## src/hdl/sfw_pkg.sv

```systemverilog
package sfw_pkg;
  // Command codes
  localparam logic [7:0] CMD_WREN = 8'h06;
  localparam logic [7:0] CMD_WRDI = 8'h04;
  localparam logic [7:0] CMD_VWREN = 8'h50;
  localparam logic [7:0] CMD_RDSR1 = 8'h05;
  localparam logic [7:0] CMD_RDSR2 = 8'h35;
  localparam logic [7:0] CMD_WRSR = 8'h01;
  localparam logic [7:0] CMD_RELID = 8'hab;
  localparam logic [7:0] CMD_PP = 8'h02;
  localparam logic [7:0] CMD_QPP = 8'h32;
  localparam logic [7:0] CMD_SE = 8'h20;
  localparam logic [7:0] CMD_BE32 = 8'h52;
  localparam logic [7:0] CMD_BE64 = 8'hd8;
  localparam logic [7:0] CMD_CE1 = 8'hc7;
  localparam logic [7:0] CMD_CE2 = 8'h60;
  localparam logic [7:0] CMD_SECER = 8'h44;
  localparam logic [7:0] CMD_SECPG = 8'h42;
  // Frame byte counts, code byte included
  localparam logic [2:0] ID_DUMMY_END = 3'h4;
  localparam logic [2:0] ADDR_END = 3'h4;
  localparam logic [2:0] PROG_MIN = 3'h5;
  // Status register one fields
  localparam int SR1_BUSY = 0;
  localparam int SR1_LATCH = 1;
  localparam logic [7:0] SR1_WR_MASK = 8'hfc;
  localparam logic [7:0] SR1_RST = 8'h00;
  // Status register two fields
  localparam int SR2_PROT_HIGH = 0;
  localparam int SR2_QUAD_EN = 1;
  localparam int SR2_COMPL = 6;
  localparam logic [7:0] SR2_WR_MASK = 8'h7f;
  localparam logic [7:0] SR2_LOCK_MASK = 8'h3c;
  localparam logic [7:0] SR2_RST = 8'h00;
  // Security register page addresses
  localparam logic [7:0] SCR_TOP = 8'h00;
  localparam logic [7:0] SCR_PAGE1 = 8'h10;
  localparam logic [7:0] SCR_PAGE2 = 8'h20;
  localparam logic [7:0] SCR_PAGE3 = 8'h30;
  // Timing
  localparam int CLK_MHZ = 200;
  localparam int WSR_TIME_US = 10;
  localparam int OP_TIME_US = 20;
  localparam int WSR_CYCLES = WSR_TIME_US * CLK_MHZ;
  localparam int OP_CYCLES = OP_TIME_US * CLK_MHZ;
  localparam int SCLK_HALF = 16;
  // Arbitrary identifier value, not tied to any part
  localparam logic [7:0] DEV_ID_DEFAULT = 8'h5a;

  function automatic logic sfw_scr_addr_ok(input logic [23:0] a);
    sfw_scr_addr_ok = (a[23:16] == SCR_TOP) &&
      (a[15:8] == SCR_PAGE1 || a[15:8] == SCR_PAGE2 || a[15:8] == SCR_PAGE3);
  endfunction
endpackage

```

## src/hdl/sfw_if.sv

```systemverilog
interface sfw_if;
  logic cs_n;
  logic sclk;
  logic mosi;
  logic miso;
  logic miso_oe_n;
  logic miso_line;

  // Line idles high when nobody drives it
  assign miso_line = miso_oe_n ? 1'b1 : miso;

  modport device (input cs_n, input sclk, input mosi, output miso, output miso_oe_n);
  modport host (output cs_n, output sclk, output mosi, input miso_line);
endinterface

```

## src/hdl/sfw_device.sv

```systemverilog
// What this block does
// - Code 06h sets the write enable latch
// - Program, erase, non-volatile status write need latch set
// - Host frames 06h with chip select, rising edges
// - Code 50h arms volatile write, latch untouched
// - Host sends 50h before status write 01h
// - Code 04h clears the write enable latch
// - Latch clears at reset and operation completion
// - Code 04h also cancels armed volatile write
// - 05h/35h return status, MSB first, falling edges
// - Two 8-bit status registers, fixed fields
// - Status reads accepted even while busy
// - Status byte repeats until chip select rises
// - ABh plus three dummies repeats device identifier
// - Security addresses: 00h, page 10h/20h/30h, byte
// - Busy during program, erase and non-volatile status write
module sfw_device
  import sfw_pkg::*;
#(
  parameter logic [7:0] DEV_ID = DEV_ID_DEFAULT,
  parameter int WSR_CYC = WSR_CYCLES,
  parameter int OP_CYC = OP_CYCLES
) (
  // Clock and reset
  input wire logic REF_CLK,
  input wire logic RST,
  // Serial link
  sfw_if.device LINK,
  // Status and command view
  output logic [7:0] STATUS1,
  output logic [7:0] STATUS2,
  output logic CMD_STROBE,
  output logic [7:0] CMD_CODE
);
  typedef enum logic [2:0] {SFW_CMD, SFW_DUMMY, SFW_OUT, SFW_SKIP} sfw_state_type;
  typedef enum logic [1:0] {SFW_SRC_SR1, SFW_SRC_SR2, SFW_SRC_ID} sfw_src_type;

  logic cs_s1, cs_s2, cs_p, ck_s1, ck_s2, ck_p, sin_s1, sin_s2;
  sfw_state_type st_q, st_d;
  sfw_src_type src_q, src_d;
  logic [7:0] cmd_q, cmd_d, sh_q, sh_d, out_q, out_d;
  logic [2:0] bit_q, bit_d, nb_q, nb_d, oidx_q, oidx_d;
  logic [23:0] col_q, col_d;
  logic [7:0] sr1_q, sr1_d, sr2_q, sr2_d;
  logic latch_q, latch_d, busy_q, busy_d, arm_q, arm_d, pwsr_q, pwsr_d;
  logic [15:0] pdat_q, pdat_d;
  logic [15:0] tmr_q, tmr_d;
  logic miso_q, miso_d, oe_n_q, oe_n_d, stb_q, stb_d;
  logic [7:0] code_q, code_d;
  logic cs_rise, ck_rise, ck_fall, sel;
  logic [7:0] byte_in, cur;

  // Pins cross into the clock domain through two flops
  always_ff @(posedge REF_CLK) begin
    if (RST) begin
      cs_s1 <= 1'b1;
      cs_s2 <= 1'b1;
      cs_p <= 1'b1;
      ck_s1 <= 1'b0;
      ck_s2 <= 1'b0;
      ck_p <= 1'b0;
      sin_s1 <= 1'b0;
      sin_s2 <= 1'b0;
    end else begin
      cs_s1 <= LINK.cs_n;
      cs_s2 <= cs_s1;
      cs_p <= cs_s2;
      ck_s1 <= LINK.sclk;
      ck_s2 <= ck_s1;
      ck_p <= ck_s2;
      sin_s1 <= LINK.mosi;
      sin_s2 <= sin_s1;
    end
  end

  assign sel = ~cs_s2;
  assign cs_rise = cs_s2 & ~cs_p;
  assign ck_rise = sel & ck_s2 & ~ck_p;
  assign ck_fall = sel & ~ck_s2 & ck_p;
  assign byte_in = {sh_q[6:0], sin_s2};

  // Status write merge: lock bits are one-time, short write clears register two bits 6, 1 and 0
  function automatic logic [15:0] wsr_merge(input logic [7:0] s1, input logic [7:0] s2,
                                            input logic [15:0] d, input logic two);
    logic [7:0] n1;
    logic [7:0] n2;
    n1 = (s1 & ~SR1_WR_MASK) | (d[15:8] & SR1_WR_MASK);
    n2 = two ? ((s2 & ~SR2_WR_MASK) | (d[7:0] & SR2_WR_MASK)) : s2;
    if (!two) begin
      n2[SR2_COMPL] = 1'b0;
      n2[SR2_QUAD_EN] = 1'b0;
      n2[SR2_PROT_HIGH] = 1'b0;
    end
    n2 = n2 | (s2 & SR2_LOCK_MASK);
    wsr_merge = {n1, n2};
  endfunction

  always_comb begin
    st_d = st_q;
    src_d = src_q;
    cmd_d = cmd_q;
    sh_d = sh_q;
    out_d = out_q;
    bit_d = bit_q;
    nb_d = nb_q;
    oidx_d = oidx_q;
    col_d = col_q;
    sr1_d = sr1_q;
    sr2_d = sr2_q;
    latch_d = latch_q;
    busy_d = busy_q;
    arm_d = arm_q;
    pwsr_d = pwsr_q;
    pdat_d = pdat_q;
    tmr_d = tmr_q;
    miso_d = miso_q;
    oe_n_d = oe_n_q;
    stb_d = 1'b0;
    code_d = code_q;
    cur = (oidx_q == 3'h0) ? (src_q == SFW_SRC_SR1 ? {sr1_q[7:2], latch_q, busy_q} :
                              src_q == SFW_SRC_SR2 ? sr2_q : DEV_ID) : out_q;
    // Self-timed cycle
    if (busy_q) begin
      if (tmr_q == 16'h0001) begin
        busy_d = 1'b0;
        latch_d = 1'b0;
        pwsr_d = 1'b0;
        if (pwsr_q) begin
          {sr1_d, sr2_d} = {pdat_q[15:8], pdat_q[7:0]};
        end
      end
      tmr_d = tmr_q - 16'h0001;
    end
    if (cs_rise) begin
      // Bits of an unfinished code byte never reach the decoder
      if (bit_q == 3'h0 && nb_q != 3'h0 && st_q == SFW_CMD && !busy_q) begin
        stb_d = 1'b1;
        code_d = cmd_q;
        if (cmd_q == CMD_WREN && nb_q == 3'h1) begin
          latch_d = 1'b1;
        end else if (cmd_q == CMD_WRDI && nb_q == 3'h1) begin
          latch_d = 1'b0;
          arm_d = 1'b0;
        end else if (cmd_q == CMD_VWREN && nb_q == 3'h1) begin
          arm_d = 1'b1;
        end else if (cmd_q == CMD_WRSR && (nb_q == 3'h2 || nb_q == 3'h3)) begin
          if (arm_q) begin
            // Volatile update is immediate and never raises busy
            {sr1_d, sr2_d} = wsr_merge(sr1_q, sr2_q, nb_q == 3'h3 ? col_q[15:0] : {col_q[7:0], 8'h00},
                                       nb_q == 3'h3);
            arm_d = 1'b0;
          end else if (latch_q) begin
            pdat_d = wsr_merge(sr1_q, sr2_q, nb_q == 3'h3 ? col_q[15:0] : {col_q[7:0], 8'h00},
                               nb_q == 3'h3);
            pwsr_d = 1'b1;
            busy_d = 1'b1;
            tmr_d = 16'(WSR_CYC);
          end
        end else if (latch_q) begin
          if (((cmd_q == CMD_PP || cmd_q == CMD_QPP) && nb_q >= PROG_MIN) ||
              ((cmd_q == CMD_SE || cmd_q == CMD_BE32 || cmd_q == CMD_BE64) && nb_q == ADDR_END) ||
              ((cmd_q == CMD_CE1 || cmd_q == CMD_CE2) && nb_q == 3'h1) ||
              (cmd_q == CMD_SECER && nb_q == ADDR_END && sfw_scr_addr_ok(col_q)) ||
              (cmd_q == CMD_SECPG && nb_q >= PROG_MIN && sfw_scr_addr_ok(col_q))) begin
            busy_d = 1'b1;
            tmr_d = 16'(OP_CYC);
          end
        end
      end
      st_d = SFW_CMD;
      bit_d = 3'h0;
      nb_d = 3'h0;
      oe_n_d = 1'b1;
    end else if (ck_rise) begin
      sh_d = byte_in;
      bit_d = bit_q + 3'h1;
      if (bit_q == 3'h7) begin
        if (nb_q != 3'h7) begin
          nb_d = nb_q + 3'h1;
        end
        if (nb_q == 3'h0) begin
          cmd_d = byte_in;
          oidx_d = 3'h0;
          if (byte_in == CMD_RDSR1 || byte_in == CMD_RDSR2) begin
            st_d = SFW_OUT;
            src_d = (byte_in == CMD_RDSR1) ? SFW_SRC_SR1 : SFW_SRC_SR2;
          end else if (busy_q) begin
            st_d = SFW_SKIP;
          end else if (byte_in == CMD_RELID) begin
            st_d = SFW_DUMMY;
            src_d = SFW_SRC_ID;
          end
        end else begin
          if (nb_q <= 3'h3) begin
            col_d = {col_q[15:0], byte_in};
          end
          if (st_q == SFW_DUMMY && nb_q == ID_DUMMY_END - 3'h1) begin
            st_d = SFW_OUT;
          end
        end
      end
    end else if (ck_fall && st_q == SFW_OUT) begin
      // Source sampled at each byte start so busy polling sees fresh values
      miso_d = cur[7];
      out_d = {cur[6:0], 1'b0};
      oidx_d = oidx_q + 3'h1;
      oe_n_d = 1'b0;
    end
  end

  always_ff @(posedge REF_CLK) begin
    if (RST) begin
      st_q <= SFW_CMD;
      src_q <= SFW_SRC_SR1;
      cmd_q <= 8'h00;
      sh_q <= 8'h00;
      out_q <= 8'h00;
      bit_q <= 3'h0;
      nb_q <= 3'h0;
      oidx_q <= 3'h0;
      col_q <= 24'h000000;
      sr1_q <= SR1_RST;
      sr2_q <= SR2_RST;
      latch_q <= 1'b0;
      busy_q <= 1'b0;
      arm_q <= 1'b0;
      pwsr_q <= 1'b0;
      pdat_q <= 16'h0000;
      tmr_q <= 16'h0000;
      miso_q <= 1'b1;
      oe_n_q <= 1'b1;
      stb_q <= 1'b0;
      code_q <= 8'h00;
    end else begin
      st_q <= st_d;
      src_q <= src_d;
      cmd_q <= cmd_d;
      sh_q <= sh_d;
      out_q <= out_d;
      bit_q <= bit_d;
      nb_q <= nb_d;
      oidx_q <= oidx_d;
      col_q <= col_d;
      sr1_q <= sr1_d;
      sr2_q <= sr2_d;
      latch_q <= latch_d;
      busy_q <= busy_d;
      arm_q <= arm_d;
      pwsr_q <= pwsr_d;
      pdat_q <= pdat_d;
      tmr_q <= tmr_d;
      miso_q <= miso_d;
      oe_n_q <= oe_n_d;
      stb_q <= stb_d;
      code_q <= code_d;
    end
  end

  // Status view registered so outputs stay glitch free
  always_ff @(posedge REF_CLK) begin
    if (RST) begin
      STATUS1 <= SR1_RST;
      STATUS2 <= SR2_RST;
    end else begin
      STATUS1 <= {sr1_q[7:2], latch_q, busy_q};
      STATUS2 <= sr2_q;
    end
  end

  assign LINK.miso = miso_q;
  assign LINK.miso_oe_n = oe_n_q;
  assign CMD_STROBE = stb_q;
  assign CMD_CODE = code_q;
endmodule

```

## src/flat_wrapper.sv

```systemverilog
// flat-port wrapper written by rule: the top's interface ports become plain ports
module sfw_device_flat import sfw_pkg::*;
#(
  parameter logic [7:0] DEV_ID = DEV_ID_DEFAULT,
  parameter int WSR_CYC = WSR_CYCLES,
  parameter int OP_CYC = OP_CYCLES
)
  (REF_CLK, RST, STATUS1, STATUS2, CMD_STROBE, CMD_CODE, LINK_cs_n, LINK_sclk, LINK_mosi, LINK_miso, LINK_miso_oe_n);
  sfw_if LINK_i ();
  input wire logic REF_CLK;
  input wire logic RST;
  output logic [7:0] STATUS1;
  output logic [7:0] STATUS2;
  output logic CMD_STROBE;
  output logic [7:0] CMD_CODE;
  input wire logic [$bits(LINK_i.cs_n)-1:0] LINK_cs_n;
  input wire logic [$bits(LINK_i.sclk)-1:0] LINK_sclk;
  input wire logic [$bits(LINK_i.mosi)-1:0] LINK_mosi;
  output wire logic [$bits(LINK_i.miso)-1:0] LINK_miso;
  output wire logic [$bits(LINK_i.miso_oe_n)-1:0] LINK_miso_oe_n;
  assign LINK_i.cs_n = LINK_cs_n;
  assign LINK_i.sclk = LINK_sclk;
  assign LINK_i.mosi = LINK_mosi;
  assign LINK_miso = LINK_i.miso;
  assign LINK_miso_oe_n = LINK_i.miso_oe_n;
  sfw_device #(.DEV_ID(DEV_ID), .WSR_CYC(WSR_CYC), .OP_CYC(OP_CYC)) u_core (.REF_CLK(REF_CLK), .RST(RST), .LINK(LINK_i), .STATUS1(STATUS1), .STATUS2(STATUS2), .CMD_STROBE(CMD_STROBE), .CMD_CODE(CMD_CODE));
endmodule
```

## config.mk

```make
export PLATFORM = sky130hd
export DESIGN_NAME = sfw_device_flat
export DESIGN_NICKNAME = d
export VERILOG_FILES = /design/src/hdl/sfw_pkg.sv /design/src/hdl/sfw_if.sv /design/src/hdl/sfw_device.sv /design/src/flat_wrapper.sv
export SDC_FILE = /design/constraint.sdc
export NUM_CORES = 1
export LEC_CHECK = 0
export BUFFER_PORTS_ARGS = -buffer_cell sky130_fd_sc_hd__buf_4
export CAP_MARGIN = 0
export CELL_PAD_IN_SITES_DETAIL_PLACEMENT = 1
export CELL_PAD_IN_SITES_GLOBAL_PLACEMENT = 2
export CORE_MARGIN = 5
export CORE_UTILIZATION = 25
export DETAILED_ROUTE_END_ITERATION = 16
export GPL_TIMING_DRIVEN = 0
export PLACE_DENSITY_LB_ADDON = 0.05
export SYNTH_ARGS = -nofsm -noshare
export SYNTH_HDL_FRONTEND = slang
export SYNTH_SLANG_ARGS = --single-unit
```

## constraint.sdc

```tcl
create_clock -name REF_CLK -period 2.3 [get_ports REF_CLK]
set_clock_uncertainty 0.15 [all_clocks]
set_input_delay 0 -clock REF_CLK [delete_from_list [all_inputs] [get_ports REF_CLK]]
set_output_delay 0 -clock REF_CLK [all_outputs]
set_load 0.005 [all_outputs]
```

==> impl_metrics.py, run 1 <==
metrics = {
    "status": {
        "outcome": "finished, final reports clean",
    },
    "cells_and_area": {
        "layout.cells.most_common_list": "dfxtp_1 (134), nand2_1 (91), nor2_1 (63)",
        "area_growth_pct": 28.5,
        "nNetsFinal": 764,
        "final_common_cell": "dfxtp_1",
        "fill_cells": 2754,
        "final_core_util": 0.327,
        "fin_area_um2": 8000,
        "drive_above_1_share": 0.229,
        "antenna_cells": 0,
    },
    "floorplan": {
        "die_w_um": 168,
        "start_util": 0.255,
        "die_area_um2": 28200,
        "row_count": 57,
        "die_height_um": 168,
        "core_um2": 24500,
        "ioPinCount": 32,
    },
    "setup_path": {
        "critPathMaxStageDelay_ns": 0.50,
        "cp_cell_sequence": "inv_4 -> ha_4 -> or4b_4 -> o31ai_4 -> nor4_4 -> buf_4 -> buf_12 -> a2111oi_4",
        "cp-end-kind": "flip-flop",
        "startpoint_type": "flip-flop",
        "slowest_stage": "or4b_4",
        "worstPathRequired_ns": 2.47,
        "critPathArrivalTime_ns": 2.44,
        "path_max_fanout": 7,
        "path_class": "flip-flop to flip-flop",
    },
    "logic_synthesis": {
        "async_flop_share": 0,
        "synth_flop_cell": "dfxtp_1",
        "ys_warn_count": 0,
        "ys_seq_elements": 142,
        "synth-seq-area-share": 0.456,
        "syn_inst": 678,
        "synth_area_um2": 6230,
        "synth_cell_types": 65,
        "synthesis.nets": 695,
        "syn_area_per_cell_um2": 9.19,
        "synth_edf_count": 0,
    },
    "timing": {
        "tightestPinTransition_ns": 1.00,
        "drv_slew": 0,
        "finalHoldViolations": 0,
        "relSlewSlack": 0.330,
        "max_freq_ghz": 0.442,
        "period_needed_ns": 2.26,
        "period_share": 0.984,
        "rsz0062_at_grt": "yes",
        "finalSetupViolations": 0,
        "whs_ns": 0.128,
    },
    "clocking": {
        "worstSkewPairLatency_ns": 0.43,
        "cts_tree": "built",
        "cts_root_buf": "clkbuf_16",
        "htreeDepth": 4,
        "clock_sinks": 142,
        "cts_max_path_buffers": 2,
        "numCtsBuffers": 17,
        "clk_pin_slew_ns": 0.06,
    },
    "job": {
        "cap_violations": 0,
    },
    "grt": {
        "use_met1": 0.190,
        "top_usage_layer": "met2",
        "grt_antenna_before_repair": 0,
        "grt_max_degree": 17,
        "met2_usage": 0.246,
        "grt_pass1_vias": 5490,
        "gr-usage-met3": 0.0317,
        "gr-total-overflow": 0,
        "gr-usage-all-layers": 0.147,
        "grt_pass1_wl_um": 32200,
    },
    "routing": {
        "drt_iter0_drc": 195,
        "final_antenna_net_count": 0,
        "routed-via-count": 5166,
        "routed_wirelength_um": 20300,
        "routedWlPerCell_um": 18.8,
        "drt_pass1_iterations": 4,
        "vias_per_cell": 4.77,
        "drc": 0,
    },
    "placement": {
        "io_buffer_count": 30,
        "place_area_um2": 6860,
        "gp_congestion": 0.765,
        "dp_hpwl_um": 14800,
    },
    "power": {
        "p_per_area_nw_per_um2": 666,
        "leakage_nw": 3.02,
        "ir_drop_mv": 0.362,
        "total_power_w": 0.00533,
    },
    "worst_hold_path": {
        "hp-class": "input port to flip-flop",
    },
}
-- metal layers --
metal | up-vias | share of wire
li1 | 2536 | -
met1 | 2562 | 0.48
met2 | 43 | 0.48
met3 | 25 | 0.023
met4 | 0 | 0.017
met5 | - | 0
-- repair_timing --
item | CTS | global route
endpoints found under the hold margin | 13 | 0
setup endpoints to repair | 83 | 59
cloned | 1 | 0
setup buffers | 10 | 10
pin swaps | 7 | 4
gates resized for setup | 53 | 40
hold buffers | 4 | 0
-- power breakdown --
part | total [W] | switching [W] | internal (W) | leakage [nW]
Combinational | 0.0000903 | 0.0000704 | 0.0000199 | 1.59
Clock | 0.00277 | 0.00114 | 0.00163 | 0.276
Sequential | 0.00247 | 0.00000442 | 0.00246 | 1.15
-- synth_stat cells (all sizes together) (3+ instances only) --
| master | instances | area share |
|---|---|---|
| dfxtp | 142 | 0.46 |
| nand2 | 92 | 0.055 |
| nor2 | 63 | 0.038 |
| a21oi | 58 | 0.047 |
| mux2i | 39 | 0.063 |
| clkbuf | 27 | 0.016 |
| nor2b | 26 | 0.026 |
| buf | 16 | 0.014 |
| nor3 | 15 | 0.013 |
| a211oi | 13 | 0.016 |
| mux2 | 13 | 0.023 |
| nand3 | 13 | 0.010 |
| ha | 12 | 0.024 |
| inv | 12 | 0.0072 |
| nor3b | 10 | 0.012 |
| o21ai | 10 | 0.0080 |
| xnor2 | 10 | 0.014 |
| nor4 | 9 | 0.012 |
| a2111oi | 8 | 0.018 |
| xor2 | 7 | 0.0098 |
| nand3b | 6 | 0.0072 |
| nor4b | 6 | 0.011 |
| a311oi | 5 | 0.0070 |
| and3 | 5 | 0.0050 |
| nand2b | 5 | 0.0050 |
| nand4 | 5 | 0.0060 |
| o221ai | 5 | 0.0070 |
| a221oi | 4 | 0.0066 |
| o221a | 4 | 0.0072 |
| or3 | 4 | 0.0040 |
| a21o | 3 | 0.0036 |
| and4 | 3 | 0.0042 |
| or2 | 3 | 0.0030 |
-- registers in the layout (all words and copies together), names as in the netlist, 2 cells and up --
| register | flops |
|---|---|
| u_core.col_q | 24 |
| u_core.tmr_q | 16 |
| u_core.pdat_q | 14 |
| u_core.CMD_CODE | 8 |
| u_core.STATUS1 | 8 |
| u_core.STATUS2 | 8 |
| u_core.cmd_q | 8 |
| u_core.sr2_q | 8 |
| u_core.out_q | 7 |
| u_core.sh_q | 7 |
| u_core.sr1_q | 6 |
| u_core.bit_q | 3 |
| u_core.nb_q | 3 |
| u_core.oidx_q | 3 |
| u_core.src_q | 2 |
| u_core.st_q | 2 |
-- cells by family after synthesis --
family / share of synthesized area
compound gates: 0.138
xor+xnor: 0.0239
fa+ha+maj: 0.0241
buf+inv: 0.0378
flops: 0.456
mux: 0.0862
simple gates: 0.234
-- critical path: cells and delay by family, from the launching register on --
kind | cells | cell delay (ns)
compound gates | 2 | 0.56
flops | 1 | 0.36
buf+inv | 3 | 0.37
simple gates | 2 | 0.59
fa+ha+maj | 1 | 0.13
-- worst paths after layout --
path	startpoint	to	slack, ns	depth (start not counted)
setup / recovery	u_core.nb_q[1]	u_core.tmr_q[14]	0.04	8
hold / removal	RST	u_core.tmr_q[4]	0.13	3
setup reg to reg	u_core.nb_q[1]	u_core.tmr_q[14]	0.04	8
hold reg to reg	u_core.cs_s1	u_core.cs_s2	0.27	1
-- stage by stage --
stage	TNS [ns]	instances	setup slack [ns]
after detailed placement	-35.79	1032	-0.714
after CTS	0	1074	0.00492
after floorplan	0	678	0.0149
after global placement	-32.59	1032	-0.640
final	0	1084	0.0359
after global routing	-0.253	1084	-0.0558
-- area by class of cell --
cell class                 instances  area (um2)  area share
multi-input combinational        481        3410       0.427
sequential                       142        2860       0.357
clock buffer                      19         443      0.0553
timing repair buffer              55         439      0.0549
tap                              324         405      0.0507
buffer                            38         255      0.0319
clock inverter                    13         140      0.0175
inverter                          12        47.5     0.00594
Note: power is estimated with default switching activity, not from simulation.
==> run 2: changes to the inputs <==
Settings changed: CORE_UTILIZATION 25 to 30, GPL_ROUTABILITY_DRIVEN set to 0.
==> run 2 against run 1 <==
- the run now ends with negative setup slack left
- sequential power hardly changed
- final cell count shrank 5.1%
- register-to-register slack got worse by 0.05 ns
- largest cell class unchanged
==> impl_metrics.py, run 2 (synthesized netlist as in run 1, its figures left out) <==
metrics = {
    "setup_path": {
        "crit_path_frequent_cell": "buf_12",
        "critPathArrivalTime_ns": 2.48,
        "worst-path-buf-inv": 3,
        "slowest_stage": "or4b_4",
        "critPathMaxStageDelay_ns": 0.50,
        "cp_cell_sequence": "buf_12 -> ha_4 -> or4b_4 -> o31ai_4 -> nor4_4 -> buf_4 -> buf_12 -> a2111oi_4",
        "startpoint_type": "flip-flop",
        "cp-end-kind": "flip-flop",
        "cp_top_family": "simple AND/OR/NAND/NOR gates",
        "worstPathRequired_ns": 2.47,
        "path_max_fanout": 7,
        "path_class": "flip-flop to flip-flop",
    },
    "cells_and_area": {
        "fin_area_um2": 7960,
        "register_area_um2": 2860,
        "final_core_util": 0.391,
        "largestRegisters": "u_core.col_q: 24 flops, u_core.tmr_q: 16 flops, u_core.pdat_q: 14 flops",
        "drive_above_1_share": 0.232,
        "nNetsFinal": 763,
        "layout.cells.most_common_list": "dfxtp_1 (132), nand2_1 (91), nor2_1 (62)",
        "antenna_cells": 0,
        "area_growth_pct": 27.8,
        "regMostFlops": "u_core.col_q",
        "fill_cells": 2337,
        "largest_reg_flops": 24,
        "final_common_cell": "dfxtp_1",
        "multi_input_area_um2": 3400,
        "stdcell_count": 1029,
    },
    "routing": {
        "drc": 0,
        "drt_iter0_drc": 220,
        "vias_per_cell": 5.00,
        "drt_pass1_iterations": 4,
        "routed_wirelength_um": 19500,
        "routed-via-count": 5145,
        "routedWlPerCell_um": 18.9,
        "final_antenna_net_count": 0,
    },
    "timing": {
        "period_share": 1.01,
        "drv_slew": 0,
        "tightestPinTransition_ns": 0.947,
        "period_needed_ns": 2.31,
        "rsz0062_at_grt": "yes",
        "setup_ws_ns": -0.0148,
        "finalHoldViolations": 0,
        "relSlewSlack": 0.368,
        "max_freq_ghz": 0.432,
        "finalSetupViolations": 4,
    },
    "grt": {
        "grt_pass1_wl_um": 31400,
        "grt_antenna_before_repair": 0,
        "gr-total-overflow": 0,
        "gr-usage-all-layers": 0.167,
        "grt_pass1_vias": 5524,
        "grt_max_degree": 17,
    },
    "power": {
        "total_power_w": 0.00550,
        "p_per_area_nw_per_um2": 691,
        "leakage_nw": 3.05,
        "ir_drop_mv": 0.421,
    },
    "floorplan": {
        "die_area_um2": 23700,
        "row_count": 52,
        "start_util": 0.306,
        "ioPinCount": 32,
        "core_um2": 20400,
        "die_height_um": 154,
        "die_w_um": 154,
    },
    "clocking": {
        "cts_tree": "built",
        "clk_pin_slew_ns": 0.07,
        "htreeDepth": 4,
        "worstSkewPairLatency_ns": 0.42,
        "clock_sinks": 142,
        "cts_root_buf": "clkbuf_16",
        "numCtsBuffers": 17,
        "cts_max_path_buffers": 2,
    },
    "status": {
        "outcome": "complete, but fails checks",
        "violations": "negative setup slack",
    },
    "placement": {
        "dp.cells": 978,
        "place_area_um2": 6790,
        "io_buffer_count": 30,
        "dp_hpwl_um": 14100,
    },
    "worst_hold_path": {
        "hp-class": "input port to flip-flop",
    },
    "job": {
        "cap_violations": 0,
    },
}
-- run 2: changes by cell type in the layout (fill, tap and decap cells not counted), sizes merged --
| cell | before | now |
|---|---|---|
| clkinvlp | 4 | 1 |
| buf | 65 | 63 |
| bufinv | 2 | 3 |
| inv | 14 | 19 |
| clkbuf | 43 | 42 |
| clkinv | 5 | 4 |
-- run 2: path summary, 6_finish.rpt --
check / endpoint / from / slack (ns) / cells past startpoint
hold reg to reg: u_core.cs_s2 / u_core.cs_s1 / 0.26 / 1
setup / recovery: u_core.tmr_q[0] / u_core.nb_q[0] / -0.01 / 8
hold / removal: u_core.tmr_q[4] / RST / 0.12 / 3
setup reg to reg: u_core.tmr_q[0] / u_core.nb_q[0] / -0.01 / 8
-- run 2: area by class of cell --
type / instances / area share
flip-flops and latches: 142 / 0.359
clock inverters: 15 / 0.0250
multi-input cells: 481 / 0.428
clock buffers: 17 / 0.0534
well taps: 270 / 0.0424
inverters: 12 / 0.00597
repair buffers: 54 / 0.0558
plain buffers: 38 / 0.0303
-- run 2: metal layers --
metal  GRT usage  routed length [um]  vias to the layer above
li1            -                   -                     2528
met1       0.225                9460                     2555
met2       0.276                9460                       47
met3      0.0329                 381                       15
met4      0.0378                 186                        0
met5           0                   0                        -
-- run 2: stage by stage --
step                      hold slack [ns]  setup TNS, ns  worst slack (ns)
after floorplan                   -0.0462              0            0.0149
after detailed placement           0.0378         -28.59            -0.603
final                               0.119        -0.0248           -0.0148
after global placement             0.0361         -26.27            -0.511
after global routing                0.147         -0.408           -0.0666
after CTS                           0.122        -0.0762           -0.0197
-- run 2: worst register-to-register path, delay by kind of cell (launching register included) --
kind | cells | cell delay [ns]
AND/OR/NAND/NOR | 2 | 0.59
AO/OA/AOI/OAI | 2 | 0.57
buffers and inverters | 3 | 0.41
flip-flops | 1 | 0.37
adder cells (fa/ha/maj) | 1 | 0.13
-- run 2: power by group --
| group | internal [W] | total [W] | switching, W |
|---|---|---|---|
| Combinational | 0.0000202 | 0.0000867 | 0.0000666 |
| Sequential | 0.00246 | 0.00247 | 0.00000452 |
| Clock | 0.00175 | 0.00295 | 0.00120 |
| Total | 0.00423 | 0.00550 | 0.00127 |
-- run 2: repair_timing --
| action | CTS | global route |
|---|---|---|
| cloned | 1 | 0 |
| pin swaps | 6 | 5 |
| hold buffers | 4 | 0 |
| endpoints found under the setup margin | 75 | 53 |
| gates resized for setup | 52 | 35 |
| endpoints found under the hold margin | 13 | 0 |
| setup buffers | 9 | 10 |
